--- src/sid_pkg.sv ---
package sid_pkg;
    // Opcodes
    localparam logic [7:0] OP_SWINT = 8'hcd;
    localparam logic [7:0] OP_OVF = 8'hce;
    localparam logic [7:0] OP_BRK = 8'hcc;
    localparam logic [7:0] OP_DBG = 8'hf1;
    localparam logic [7:0] OP_RET = 8'hcf;
    localparam logic [7:0] OP_RANGE = 8'h62;
    // Vectors
    localparam logic [7:0] VEC_DB = 8'h01;
    localparam logic [7:0] VEC_BP = 8'h03;
    localparam logic [7:0] VEC_OF = 8'h04;
    localparam logic [7:0] VEC_BR = 8'h05;
    localparam logic [7:0] VEC_MF = 8'h10;
    localparam logic [7:0] VEC_XM = 8'h13;
    // Operating modes
    localparam logic [1:0] MODE_REAL = 2'h0;
    localparam logic [1:0] MODE_PROT = 2'h1;
    localparam logic [1:0] MODE_LONG = 2'h2;
    // Handler table entry and index shifts, real (RDSC_, REAL) and protected/64-bit modes
    localparam logic [1:0] GATE_INT = 2'h0;
    localparam logic [1:0] GATE_TRAP = 2'h1;
    localparam logic [1:0] GATE_TASK = 2'h2;
    localparam int DSC_SEL_LSB = 32;
    localparam int DSC_TYPE_LSB = 48;
    localparam int DSC_DPL_LSB = 50;
    localparam int RDSC_SEG_LSB = 16;
    localparam int TBL_SHIFT_REAL = 2;
    localparam int TBL_SHIFT_PROT = 3;
    // Flags register bits
    localparam int FLAG_IF = 9;
    localparam int FLAG_OF = 11;
    // Memory access size codes and byte counts
    localparam logic [1:0] SZ_2 = 2'h0;
    localparam logic [1:0] SZ_4 = 2'h1;
    localparam logic [1:0] SZ_8 = 2'h2;
    localparam logic [63:0] SZB_2 = 64'h2;
    localparam logic [63:0] SZB_4 = 64'h4;
    localparam logic [63:0] SZB_8 = 64'h8;
    localparam logic [63:0] RANGE_HI_OFS = 64'h4;
    localparam logic [63:0] SAVE_BYTES = 64'h28;
    localparam logic [15:0] NULL_SEL = 16'h0000;
    // Stack frame items, in push order
    localparam logic [2:0] IT_SS = 3'h0;
    localparam logic [2:0] IT_SP = 3'h1;
    localparam logic [2:0] IT_FLAGS = 3'h2;
    localparam logic [2:0] IT_CS = 3'h3;
    localparam logic [2:0] IT_IP = 3'h4;
    localparam logic [2:0] IT_ERR = 3'h5;
    // Register map
    localparam logic [7:0] REG_CTRL = 8'h00;
    localparam logic [7:0] REG_TBASE = 8'h04;
    localparam logic [7:0] REG_SBASE = 8'h08;
    localparam logic [7:0] REG_STAT = 8'h0c;
    localparam logic [1:0] CTRL_RST = MODE_REAL;
    localparam logic [31:0] BASE_RST = 32'h0000_0000;

    typedef enum logic [2:0] {
        ST_IDLE = 3'b000,
        ST_DESC = 3'b001,
        ST_PUSH = 3'b011,
        ST_LOAD = 3'b010,
        ST_RLO = 3'b110,
        ST_RHI = 3'b111,
        ST_POP = 3'b100
    } sid_state_t;
endpackage

--- src/sid_dispatch.sv ---
`timescale 1ns/1ps
// Contract
// - Task gate entry performs an implicit task switch into the handler task.
// - Task switch saves full interrupted state and restores it on return.
// - Real mode answers interrupts with an implicit far call to the handler.
// - Real mode indexes the handler pointer table by vector number.
// - Real mode pushes flags, code selector, pointer and optional error code.
// - Handler return instruction pops saved state and resumes interrupted code.
// - Opcode CD with immediate vector dispatches to that vector.
// - Opcode CE traps to the overflow vector only when overflow flag set.
// - Arithmetic overflow never raises the overflow exception by itself.
// - Overflow exception uses vector 4, shared with software interrupt 4.
// - Opcode CC always raises the breakpoint exception.
// - Opcode F1 always raises the debug exception.
// - Range check compares operand to memory limits, traps when outside.
// - Range-exceeded uses vector 5, only from range check or interrupt 5.
// - No implicit bounds checks; range exceeded never raised spontaneously.
// - Legacy floating-point errors report through the legacy error vector.
// - Packed-vector floating-point errors report through the vector exception.
// - In 64-bit mode every table handler runs as 64-bit code.
// - In 64-bit mode every stack push is an 8-byte zero-extended store.
// - In 64-bit mode stack selector and pointer are always pushed.
// - In 64-bit mode a privilege change loads a null stack selector.
// - Same-stack push order: flags, code selector, pointer, then error code.
// - Interrupt-type gate entry clears the interrupt-enable flag.
module sid_dispatch
    import sid_pkg::*;
(
    // Clock and reset
    input wire logic ref_clk_i,
    input wire logic reset_n_i,
    // Wishbone slave
    input wire logic wb_cyc_i,
    input wire logic wb_stb_i,
    input wire logic wb_we_i,
    input wire logic [7:0] wb_adr_i,
    input wire logic [31:0] wb_dat_i,
    input wire logic [3:0] wb_sel_i,
    output logic [31:0] wb_dat_o,
    output logic wb_ack_o,
    // Instruction stream
    input wire logic instr_valid_i,
    input wire logic [7:0] opcode_i,
    input wire logic [7:0] imm_i,
    input wire logic [63:0] ip_i,
    input wire logic [63:0] next_ip_i,
    // Other exception sources
    input wire logic exc_valid_i,
    input wire logic [7:0] exc_vec_i,
    input wire logic exc_err_valid_i,
    input wire logic [31:0] exc_err_i,
    input wire logic fp_legacy_err_i,
    input wire logic fp_vector_err_i,
    // Range check operand
    input wire logic [31:0] range_op_i,
    input wire logic [63:0] range_addr_i,
    // Architectural state
    input wire logic [31:0] flags_i,
    input wire logic [15:0] cs_i,
    input wire logic [15:0] ss_i,
    input wire logic [63:0] sp_i,
    input wire logic [1:0] cpl_i,
    input wire logic [15:0] priv_ss_i,
    input wire logic [63:0] priv_sp_i,
    // Memory port
    output logic mem_req_o,
    output logic mem_we_o,
    output logic [63:0] mem_addr_o,
    output logic [63:0] mem_wdata_o,
    output logic [1:0] mem_size_o,
    input wire logic mem_ack_i,
    input wire logic [63:0] mem_rdata_i,
    // Results
    output logic busy_o,
    output logic done_o,
    output logic load_o,
    output logic task_switch_o,
    output logic code64_o,
    output logic [7:0] vector_o,
    output logic [63:0] new_ip_o,
    output logic [15:0] new_cs_o,
    output logic [31:0] new_flags_o,
    output logic [15:0] new_ss_o,
    output logic [63:0] new_sp_o
);

    sid_state_t state_reg;
    logic [1:0] mode_reg;
    logic [31:0] tbase_reg;
    logic [31:0] sbase_reg;
    logic in_task_reg;
    logic op_task_reg;
    logic ret_reg;
    logic gate_int_reg;
    logic has_err_reg;
    logic [2:0] idx_reg;
    logic [7:0] vec_reg;
    logic [31:0] err_reg;
    logic [31:0] lo_reg;
    logic [63:0] addr_reg;
    logic [63:0] sv_ip;
    logic [15:0] sv_cs;
    logic [15:0] sv_ss;
    logic [63:0] sv_sp;
    logic [31:0] sv_flags;
    logic [63:0] h_ip;
    logic [15:0] h_cs;
    logic [15:0] h_ss;
    logic [63:0] h_sp;

    // Register bus decode
    wire wb_hit = wb_cyc_i & wb_stb_i & ~wb_ack_o;
    wire wb_wr = wb_hit & wb_we_i;
    wire [31:0] wmask;
    genvar b;
    generate
        for (b = 0; b < 4; b++)
        begin : g_lane
            assign wmask[8*b +: 8] = {8{wb_sel_i[b]}};
        end
    endgenerate
    wire [31:0] stat_word = {20'h0_0000, in_task_reg, state_reg, vec_reg};
    wire [31:0] rd_data =
        (wb_adr_i == REG_CTRL) ? {30'h0000_0000, mode_reg} :
        (wb_adr_i == REG_TBASE) ? tbase_reg :
        (wb_adr_i == REG_SBASE) ? sbase_reg :
        (wb_adr_i == REG_STAT) ? stat_word : 32'h0000_0000;

    // Mode and sizing
    wire is_real = mode_reg == MODE_REAL;
    wire is_long = mode_reg == MODE_LONG;
    wire [1:0] mode_sz = is_real ? SZ_2 : (is_long ? SZ_8 : SZ_4);
    wire [1:0] cur_sz = op_task_reg ? SZ_8 : mode_sz;
    wire [63:0] sz_bytes = (cur_sz == SZ_2) ? SZB_2 :
        (cur_sz == SZ_4) ? SZB_4 : SZB_8;
    wire [63:0] sz_mask = (cur_sz == SZ_2) ? 64'h0000_0000_0000_ffff :
        (cur_sz == SZ_4) ? 64'h0000_0000_ffff_ffff :
        64'hffff_ffff_ffff_ffff;
    wire [63:0] pop_val = mem_rdata_i & sz_mask;

    // Start of work, fixed priority: legacy FP error, vector FP error, exception, then instruction 
    wire take_fpl = fp_legacy_err_i;
    wire take_fpv = ~take_fpl & fp_vector_err_i;
    wire take_exc = ~take_fpl & ~take_fpv & exc_valid_i;
    wire take_ins = ~take_fpl & ~take_fpv & ~exc_valid_i & instr_valid_i;
    wire op_ovf_trap = (opcode_i == OP_OVF) & flags_i[FLAG_OF];
    wire ins_trap = take_ins & ((opcode_i == OP_SWINT) |
        (opcode_i == OP_BRK) | (opcode_i == OP_DBG) | op_ovf_trap);
    wire ins_quiet = take_ins & (opcode_i == OP_OVF) & ~flags_i[FLAG_OF];
    wire ins_range = take_ins & (opcode_i == OP_RANGE);
    wire ins_ret = take_ins & (opcode_i == OP_RET);
    wire [7:0] ins_vec = (opcode_i == OP_SWINT) ? imm_i :
        (opcode_i == OP_BRK) ? VEC_BP :
        (opcode_i == OP_DBG) ? VEC_DB : VEC_OF;
    wire [7:0] start_vec = take_fpl ? VEC_MF :
        take_fpv ? VEC_XM :
        take_exc ? exc_vec_i : ins_vec;
    wire start_trap = take_fpl | take_fpv | take_exc | ins_trap;
    wire [63:0] start_ip = take_ins ? next_ip_i : ip_i;

    // Handler table lookup
    wire [63:0] vec_off = is_real ?
        ({56'h0000_0000_0000_00, vec_reg} << TBL_SHIFT_REAL) :
        ({56'h0000_0000_0000_00, vec_reg} << TBL_SHIFT_PROT);
    wire [63:0] desc_addr = {32'h0000_0000, tbase_reg} + vec_off;
    wire [1:0] d_type = mem_rdata_i[DSC_TYPE_LSB +: 2];
    wire [1:0] d_dpl = mem_rdata_i[DSC_DPL_LSB +: 2];
    wire d_change = d_dpl < cpl_i;
    wire d_switch = is_long | d_change;

    // Frame contents, zero-extended to the store width
    wire [15:0] h_cs_save = sv_cs;
    wire [63:0] push_val =
        (idx_reg == IT_SS) ? {48'h0000_0000_0000, sv_ss} :
        (idx_reg == IT_SP) ? sv_sp :
        (idx_reg == IT_FLAGS) ? {32'h0000_0000, sv_flags} :
        (idx_reg == IT_CS) ? {48'h0000_0000_0000, h_cs_save} :
        (idx_reg == IT_IP) ? sv_ip : {32'h0000_0000, err_reg};
    wire push_last = (idx_reg == IT_ERR) | ((idx_reg == IT_IP) & ~has_err_reg);
    wire pop_stack = op_task_reg |
        (~is_real & (is_long | (h_cs[1:0] != cpl_i)));
    wire pop_last = (idx_reg == IT_SS) | ((idx_reg == IT_FLAGS) & ~pop_stack);
    wire [31:0] range_cmp = err_reg;
    wire range_out = ($signed(range_cmp) < $signed(lo_reg)) |
        ($signed(range_cmp) > $signed(mem_rdata_i[31:0]));

    // Register bus
    always_ff @(posedge ref_clk_i)
    begin
        if (!reset_n_i)
        begin
            wb_ack_o <= 1'b0;
            wb_dat_o <= 32'h0000_0000;
            mode_reg <= CTRL_RST;
            tbase_reg <= BASE_RST;
            sbase_reg <= BASE_RST;
        end
        else
        begin
            wb_ack_o <= wb_hit;
            wb_dat_o <= wb_hit ? rd_data : 32'h0000_0000;
            if (wb_wr && wb_adr_i == REG_CTRL)
                mode_reg <= (mode_reg & ~wmask[1:0]) | (wb_dat_i[1:0] & wmask[1:0]);
            if (wb_wr && wb_adr_i == REG_TBASE)
                tbase_reg <= (tbase_reg & ~wmask) | (wb_dat_i & wmask);
            if (wb_wr && wb_adr_i == REG_SBASE)
                sbase_reg <= (sbase_reg & ~wmask) | (wb_dat_i & wmask);
        end
    end

    // Dispatch sequencer; every memory step issues, then waits for ack
    always_ff @(posedge ref_clk_i)
    begin
        if (!reset_n_i)
        begin
            state_reg <= ST_IDLE;
            busy_o <= 1'b0;
            done_o <= 1'b0;
            load_o <= 1'b0;
            task_switch_o <= 1'b0;
            code64_o <= 1'b0;
            vector_o <= 8'h00;
            new_ip_o <= 64'h0000_0000_0000_0000;
            new_cs_o <= 16'h0000;
            new_flags_o <= 32'h0000_0000;
            new_ss_o <= 16'h0000;
            new_sp_o <= 64'h0000_0000_0000_0000;
            mem_req_o <= 1'b0;
            mem_we_o <= 1'b0;
            mem_addr_o <= 64'h0000_0000_0000_0000;
            mem_wdata_o <= 64'h0000_0000_0000_0000;
            mem_size_o <= SZ_2;
            in_task_reg <= 1'b0;
            op_task_reg <= 1'b0;
            ret_reg <= 1'b0;
            gate_int_reg <= 1'b0;
            has_err_reg <= 1'b0;
            idx_reg <= IT_SS;
            vec_reg <= 8'h00;
            err_reg <= 32'h0000_0000;
            lo_reg <= 32'h0000_0000;
            addr_reg <= 64'h0000_0000_0000_0000;
            sv_ip <= 64'h0000_0000_0000_0000;
            sv_cs <= 16'h0000;
            sv_ss <= 16'h0000;
            sv_sp <= 64'h0000_0000_0000_0000;
            sv_flags <= 32'h0000_0000;
            h_ip <= 64'h0000_0000_0000_0000;
            h_cs <= 16'h0000;
            h_ss <= 16'h0000;
            h_sp <= 64'h0000_0000_0000_0000;
        end
        else
        begin
            done_o <= 1'b0;
            load_o <= 1'b0;
            task_switch_o <= 1'b0;
            unique case (state_reg)
                ST_IDLE:
                begin
                    sv_ip <= start_ip;
                    sv_cs <= cs_i;
                    sv_ss <= ss_i;
                    sv_sp <= sp_i;
                    sv_flags <= flags_i;
                    has_err_reg <= take_exc & exc_err_valid_i;
                    err_reg <= ins_range ? range_op_i : exc_err_i;
                    op_task_reg <= 1'b0;
                    ret_reg <= 1'b0;
                    done_o <= ins_quiet;
                    if (start_trap)
                    begin
                        vec_reg <= start_vec;
                        busy_o <= 1'b1;
                        state_reg <= ST_DESC;
                    end
                    else if (ins_range)
                    begin
                        addr_reg <= range_addr_i;
                        busy_o <= 1'b1;
                        state_reg <= ST_RLO;
                    end
                    else if (ins_ret)
                    begin
                        // Task return pops from the save area instead
                        op_task_reg <= in_task_reg;
                        ret_reg <= 1'b1;
                        gate_int_reg <= 1'b0;
                        h_ss <= ss_i;
                        addr_reg <= in_task_reg ?
                            {32'h0000_0000, sbase_reg} - SAVE_BYTES : sp_i;
                        idx_reg <= IT_IP;
                        busy_o <= 1'b1;
                        state_reg <= ST_POP;
                    end
                end
                ST_RLO, ST_RHI:
                begin
                    if (!mem_req_o)
                    begin
                        mem_req_o <= 1'b1;
                        mem_we_o <= 1'b0;
                        mem_size_o <= SZ_4;
                        mem_addr_o <= (state_reg == ST_RHI) ?
                            addr_reg + RANGE_HI_OFS : addr_reg;
                    end
                    else if (mem_ack_i)
                    begin
                        mem_req_o <= 1'b0;
                        lo_reg <= mem_rdata_i[31:0];
                        if (state_reg == ST_RLO)
                            state_reg <= ST_RHI;
                        else if (range_out)
                        begin
                            vec_reg <= VEC_BR;
                            state_reg <= ST_DESC;
                        end
                        else
                        begin
                            done_o <= 1'b1;
                            busy_o <= 1'b0;
                            state_reg <= ST_IDLE;
                        end
                    end
                end
                ST_DESC:
                begin
                    if (!mem_req_o)
                    begin
                        mem_req_o <= 1'b1;
                        mem_we_o <= 1'b0;
                        mem_size_o <= is_real ? SZ_4 : SZ_8;
                        mem_addr_o <= desc_addr;
                    end
                    else if (mem_ack_i)
                    begin
                        mem_req_o <= 1'b0;
                        vector_o <= vec_reg;
                        state_reg <= ST_PUSH;
                        if (is_real)
                        begin
                            // Far call through the pointer table
                            h_ip <= {48'h0000_0000_0000, mem_rdata_i[15:0]};
                            h_cs <= mem_rdata_i[RDSC_SEG_LSB +: 16];
                            h_ss <= ss_i;
                            gate_int_reg <= 1'b1;
                            addr_reg <= sp_i;
                            idx_reg <= IT_FLAGS;
                        end
                        else
                        begin
                            h_ip <= {32'h0000_0000, mem_rdata_i[31:0]};
                            h_cs <= mem_rdata_i[DSC_SEL_LSB +: 16];
                            gate_int_reg <= d_type == GATE_INT;
                            if (d_type == GATE_TASK)
                            begin
                                // Whole state goes to the save area
                                op_task_reg <= 1'b1;
                                h_ss <= ss_i;
                                addr_reg <= {32'h0000_0000, sbase_reg};
                                idx_reg <= IT_SS;
                            end
                            else
                            begin
                                h_ss <= !d_change ? ss_i :
                                    is_long ? NULL_SEL : priv_ss_i;
                                addr_reg <= d_change ? priv_sp_i : sp_i;
                                idx_reg <= d_switch ? IT_SS : IT_FLAGS;
                            end
                        end
                    end
                end
                ST_PUSH:
                begin
                    if (!mem_req_o)
                    begin
                        mem_req_o <= 1'b1;
                        mem_we_o <= 1'b1;
                        mem_size_o <= cur_sz;
                        mem_addr_o <= addr_reg - sz_bytes;
                        mem_wdata_o <= push_val & sz_mask;
                        addr_reg <= addr_reg - sz_bytes;
                    end
                    else if (mem_ack_i)
                    begin
                        mem_req_o <= 1'b0;
                        mem_we_o <= 1'b0;
                        idx_reg <= idx_reg + 3'h1;
                        if (push_last)
                        begin
                            h_sp <= op_task_reg ? sv_sp : addr_reg;
                            state_reg <= ST_LOAD;
                        end
                    end
                end
                ST_POP:
                begin
                    if (!mem_req_o)
                    begin
                        mem_req_o <= 1'b1;
                        mem_we_o <= 1'b0;
                        mem_size_o <= cur_sz;
                        mem_addr_o <= addr_reg;
                        addr_reg <= addr_reg + sz_bytes;
                    end
                    else if (mem_ack_i)
                    begin
                        mem_req_o <= 1'b0;
                        idx_reg <= idx_reg - 3'h1;
                        unique case (idx_reg)
                            IT_IP: h_ip <= pop_val;
                            IT_CS: h_cs <= pop_val[15:0];
                            IT_FLAGS: sv_flags <= pop_val[31:0];
                            IT_SP: h_sp <= pop_val;
                            default: h_ss <= pop_val[15:0];
                        endcase
                        if (pop_last)
                            state_reg <= ST_LOAD;
                        if (idx_reg == IT_FLAGS && !pop_stack)
                            h_sp <= addr_reg;
                    end
                end
                ST_LOAD:
                begin
                    load_o <= 1'b1;
                    done_o <= 1'b1;
                    busy_o <= 1'b0;
                    task_switch_o <= op_task_reg;
                    if (op_task_reg)
                        in_task_reg <= ~ret_reg;
                    code64_o <= is_long;
                    new_ip_o <= h_ip;
                    new_cs_o <= h_cs;
                    new_ss_o <= h_ss;
                    new_sp_o <= h_sp;
                    new_flags_o <= gate_int_reg ?
                        sv_flags & ~(32'h0000_0001 << FLAG_IF) : sv_flags;
                    state_reg <= ST_IDLE;
                end
                default:
                begin
                    busy_o <= 1'b0;
                    mem_req_o <= 1'b0;
                    state_reg <= ST_IDLE;
                end
            endcase
        end
    end

endmodule // sid_dispatch

--- config.mk ---
export PLATFORM = sky130hd
export DESIGN_NAME = sid_dispatch
export DESIGN_NICKNAME = d
export VERILOG_FILES = /design/src/sid_pkg.sv /design/src/sid_dispatch.sv
export SDC_FILE = /design/constraint.sdc
export NUM_CORES = 2
export LEC_CHECK = 0
export BUFFER_PORTS_ARGS = -buffer_cell sky130_fd_sc_hd__buf_2
export CELL_PAD_IN_SITES_DETAIL_PLACEMENT = 1
export CELL_PAD_IN_SITES_GLOBAL_PLACEMENT = 1
export CORE_AREA = 4 4 380 382
export DETAILED_ROUTE_END_ITERATION = 7
export DIE_AREA = 0 0 384 386
export PLACE_DENSITY = 0.79
export SETUP_SLACK_MARGIN = 0.02
export SLEW_MARGIN = 30
export SYNTH_ARGS = -nofsm -noshare
export SYNTH_HDL_FRONTEND = slang
export SYNTH_SLANG_ARGS = --single-unit
--- constraint.sdc ---
create_clock -name ref_clk_i -period 5.9 [get_ports ref_clk_i]
set_input_delay 0.295 -clock ref_clk_i [delete_from_list [all_inputs] [get_ports ref_clk_i]]
set_output_delay 0.295 -clock ref_clk_i [all_outputs]
set_load 0.005 [all_outputs]
* Word level (Yosys, flattened, before mapping)
Index checks and enable logic that the tools add are counted.
** Storage, ports and cells
- Word-level logic and storage cells :: 375
- Input port bits :: 609
- Register bits after elaboration :: 935
- Output and inout port bits :: 370
** Operators by class
- Order comparisons :: 3
- Bitwise gates (word level) :: 55
- Equality and inequality tests :: 57
- $add $sub $neg :: 7
- Muxes and demuxes :: 161
- Reduce and logical (&&, ||, !) cells :: 50
** Operators by type and width (number)
- 64-bit two-way mux :: 36
- 64-bit case mux with 4 select lines :: 2
- 16-bit two-way mux :: 18
- 64-bit case mux with 2 select lines :: 2
- 32-bit two-way mux :: 7
- 64-bit bitwise AND :: 2
- 32-bit bitwise AND :: 3
- 3-bit two-way mux :: 24
- 8-bit two-way mux :: 9
- 64-bit by 3-bit adder with 64-bit output (second input constant) :: 1
- 64-bit by 4-bit adder with 64-bit output :: 1
- 32-bit OR :: 2
- 32-bit case mux with 2 select lines :: 1
- 64-bit by 4-bit subtractor with 64-bit output :: 1
- 2-bit != test (second input constant) :: 29
- 16-bit case mux with 3 select lines :: 1
- 8-bit equality test (second input constant) :: 5
- 1-bit two-way mux :: 34
- 32-bit by 11-bit adder with 33-bit output :: 1
- 32-bit by 6-bit subtractor with 33-bit output (second input constant) :: 1
- 32-bit > comparator :: 1
- 32-bit less-than comparator :: 1
- 32-bit NOT :: 1
- 16-bit case mux with 2 select lines :: 1
- other kinds (52) :: 149

* Logic depth before layout (Yosys ltp)
- Depth in word-level cells :: 13
- Mapped depth :: 16
- Gate-level depth less buffers :: 14

* Worst setup path after synthesis
Ideal clock, no wire load.
- Path type :: register to register
- From :: reg with a tool-made name
- To :: reg mem_addr_o[26]
- Period minus slack after synthesis :: 3.612 ns
- Setup time :: 0.117 ns
- Slack :: 2.288 ns
- Arrival :: 3.495 ns
- Data required time :: 5.783 ns
- Cell stages (with the launch flop) :: 17
- Path buffers :: 3
- Path through :: dfxtp_1 -> nor2_1 -> clkbuf_1 -> clkbuf_1 -> clkbuf_1 -> and2_1 -> ha_1 -> inv_1 -> fa_1 -> nor2b_1 -> o21a_1 -> o21ai_0 -> a21oi_1 -> o2111ai_1 -> xor2_1 -> o211ai_1 -> a32o_1
** RTL lines
- to (signal assigned) :: line sid_dispatch.sv:304 : mem_addr_o <= (state_reg == ST_RHI) ?
- to (signal assigned) :: line sid_dispatch.sv:333 : mem_addr_o <= desc_addr;
- to (signal assigned) :: line sid_dispatch.sv:380 : mem_addr_o <= addr_reg - sz_bytes;
- to (decl) :: line sid_dispatch.sv:68 : output logic [63:0] mem_addr_o,

==> impl_metrics.csv <==
group,metric,value,unit
logic_synthesis,yosysSeqAreaShare,38.4,%
setup_path,cp_cell_sequence,"nor2b_1, nor2_1, nand2_1, buf_4, inv_1, ha_1, nor2b_1, o21a_1, o21a_1, nand3_1, nor4_1, xor2_1, a21oi_1, a31oi_1, dlygate4sd3_1",
floorplanning,dieWidth,384,um
global_routing,grt_max_degree,228,
global_routing,grt_use_total,39.7,%
cells_and_area,layout_common_cells,"1209 x nand2_1, 977 x buf_2, 933 x dfxtp_1",
placed_design,gp_congestion,1.02,
global_routing,overflow,0,
sta,final.period_utilization,81.8,%
route,routed_wl,310000,um
setup_path,crit_family,"simple AND/OR/NAND/NOR gates",
global_routing,grt_pass1_vias,59900,
setup_path,worstPathArrival,5.47,ns
cells_and_area,syn2layout_area_growth,30.8,%
outcome,outcome,"finished clean",
setup_path,worstReg2RegEnd,"addr_reg[56]",
sta,skew,0.0496,ns
clock_network,clkSinkCount,935,
cells_and_area,final_util,45.2,%
floorplanning,core_area,141000,um2
route,ant_nets,0,
clock_network,numCtsBuffers,109,
clock_network,cts.clk_slew.worst_paths,0.06,ns
logic_synthesis,synth_cells,6411,
logic_synthesis,async_reset_ff_share,0,%
placed_design,dp.cells,8846,
placed_design,place_hpwl,215000,um
run,cap_violations,0,
global_routing,grt_pass1_wl,432000,um
clock_network,cts_buffer_depth,3,
sta,timing.setup.tns,0,ns
logic_synthesis,synth_edf_count,0,
setup_path,crit_required,6.54,ns
logic_synthesis,avgSynthCellArea,7.61,um2
power,p_leak,25.0,nW
route,route.detailed.drc,0,
cells_and_area,fin_nets,8230,
cells_and_area,drive_above_1_share,18.5,%
setup_path,crit_fanout,18,
sta,hold_violations,0,
placed_design,portBuffers,978,
setup_path,slowest_delay,0.69,ns
sta,worst_pin_slew,1.11,ns
clock_network,root_buffer,"clkbuf_16",
sta,clock.fmax,207,MHz
route,viasPerCell,6.24,
worst_hold_path,hp-class,"in -> reg",
logic_synthesis,synth-seq-cells,935,
setup_path,r2r_setup_slack,1.07,ns
sta,report.final.slew_viol_count,0,
sta,finalSetupViolCount,0,
logic_synthesis,synth_warnings,0,
logic_synthesis,ys.flop_type,"dfxtp_1",
route,drtIter0Drc,6966,
cells_and_area,fillers,17100,
sta,period_needed,4.83,ns
setup_path,worstPathBufferInverterCount,3,
route,via_count,59600,
placed_design,dpl_worst_slack,1.58,ns
sta,rsz0062_at_grt,"false",
setup_path,critical-path-slowest-cell,"nor4_1",
global_routing,antenna_found_initial,64,
clock_network,tritoncts,"yes",
logic_synthesis,synthesis.area,48800,um2
setup_path,cp-start-kind,"flip-flop",
sta,layout_setup_ws,1.07,ns
worst_hold_path,hold-path-endpoint,"sv_ip[60]",
route,drt_first_pass_iters,7,
power,peakVddDrop,0.480,mV
setup_path,rr_worst_depth,15,
logic_synthesis,synth_cell_types,94,
floorplanning,dieArea,148000,um2
route,wl_per_cell,32.5,um
sta,timing.hold.ws,0.0208,ns
logic_synthesis,synth_nets,7110,
floorplanning,start_util,34.6,%
setup_path,crit_type,"reg -> reg",
cells_and_area,finalNonFillerCells,9548,
setup_path,cp.depth,15,
floorplanning,die_y,386,um
floorplanning,num_rows,138,
power,power_density,480,nW/um2
clock_network,insertion_delay,0.79,ns
worst_hold_path,min-delay-start,"next_ip_i[60]",
floorplanning,ios,979,
clock_network,h-tree-depth,3,
cells_and_area,layout_commonest_cell,"nand2_1",
worst_hold_path,worstHoldPathCells,3,
sta,slew_headroom,26.1,%
setup_path,critPathCaptureType,"flip-flop",
-- cells by family after synthesis --
family                   share of synthesized area (%)
AND/OR/NAND/NOR                                   22.3
AO/OA/AOI/OAI                                     24.5
flip-flops                                        38.4
buffers and inverters                             5.18
multiplexers                                      4.47
XOR/XNOR                                          2.87
adder cells (fa/ha/maj)                           2.35
-- worst min-delay path, cell delays in order --
cell and delay (ns):
buf_2 0.11, mux2i_1 0.20, a211oi_1 0.11
-- worst max-delay path by stage --
stage	slack, ns	startpoint	to
floorplan	2.29	flip-flop	mem_addr_o[26]
global placement	1.32	flip-flop	mem_addr_o[36]
detailed placement	1.58	flip-flop	addr_reg[28]
CTS	1.22	flip-flop	addr_reg[56]
global route	0.87	flip-flop	addr_reg[55]
finish	1.07	flip-flop	addr_reg[56]
-- Yosys cell counts, drive strengths merged, types with 13 or more instances --
master,number,share of area (%)
mux2,27,0.62
o211ai,147,2.3
a311oi,43,0.77
clkbuf,496,3.8
o31ai,13,0.20
dfxtp,935,38
a21o,14,0.22
xnor2,89,1.6
o21bai,32,0.49
inv,96,0.74
nor4,33,0.45
a221o,16,0.33
nor2b,86,1.1
nand3,149,1.6
a22oi,80,1.2
and2,17,0.22
a221oi,54,0.97
a222oi,30,0.62
nand4,53,0.68
and4,16,0.29
o221ai,62,1.1
o21ai,274,2.8
a31oi,27,0.35
o22ai,24,0.31
a21boi,35,0.54
or4,28,0.46
a211oi,157,2.4
ha,87,2.2
or3,36,0.47
nand2,1216,9.4
o211a,38,0.78
and3,26,0.35
mux2i,183,3.8
nor2,642,5.0
buf,68,0.60
a21oi,696,7.1
nor3,156,1.7
nand2b,15,0.19
xor2,71,1.3
-- timing repair --
item	in CTS	in global routing
gates resized for setup	0	0
hold endpoints to repair	446	1
hold buffers	462	1
buffers inserted	0	0
-- per-layer routing --
layer,part of all wire (%),GRT usage (%)
met1,37,47.8
met2,43,60.1
met3,12,13.2
met4,7.9,26.5
met5,0.083,0
-- layout make-up --
type	instances	area (um2)	area share (%)
sequential	935	18700	29.3
inverter	99	379	0.594
clock buffer	158	3180	4.99
antenna	41	103	0.161
clock inverter	39	617	0.966
tap	1890	2360	3.70
timing repair buffer	1573	10700	16.7
multi-input combinational	4813	27800	43.5
-- per-stage QoR --
| stage | power (mW) | cell area, um2 |
|---|---|---|
| 3_3_place_gp | 21.8 | 55100 |
| 6_report | 30.6 | 63800 |
| 4_1_cts | 29.8 | 63700 |
| 5_1_grt | 31.6 | 63800 |
| 3_5_place_dp | 22.1 | 55200 |
| 2_1_floorplan | 16.3 | 48800 |
-- power by group --
part | internal, mW | switching (mW)
Combinational | 4.33 | 9.52
Sequential | 7.50 | 1.96
Clock | 4.23 | 3.11
No activity file was read; power rests on OpenSTA's default activity.
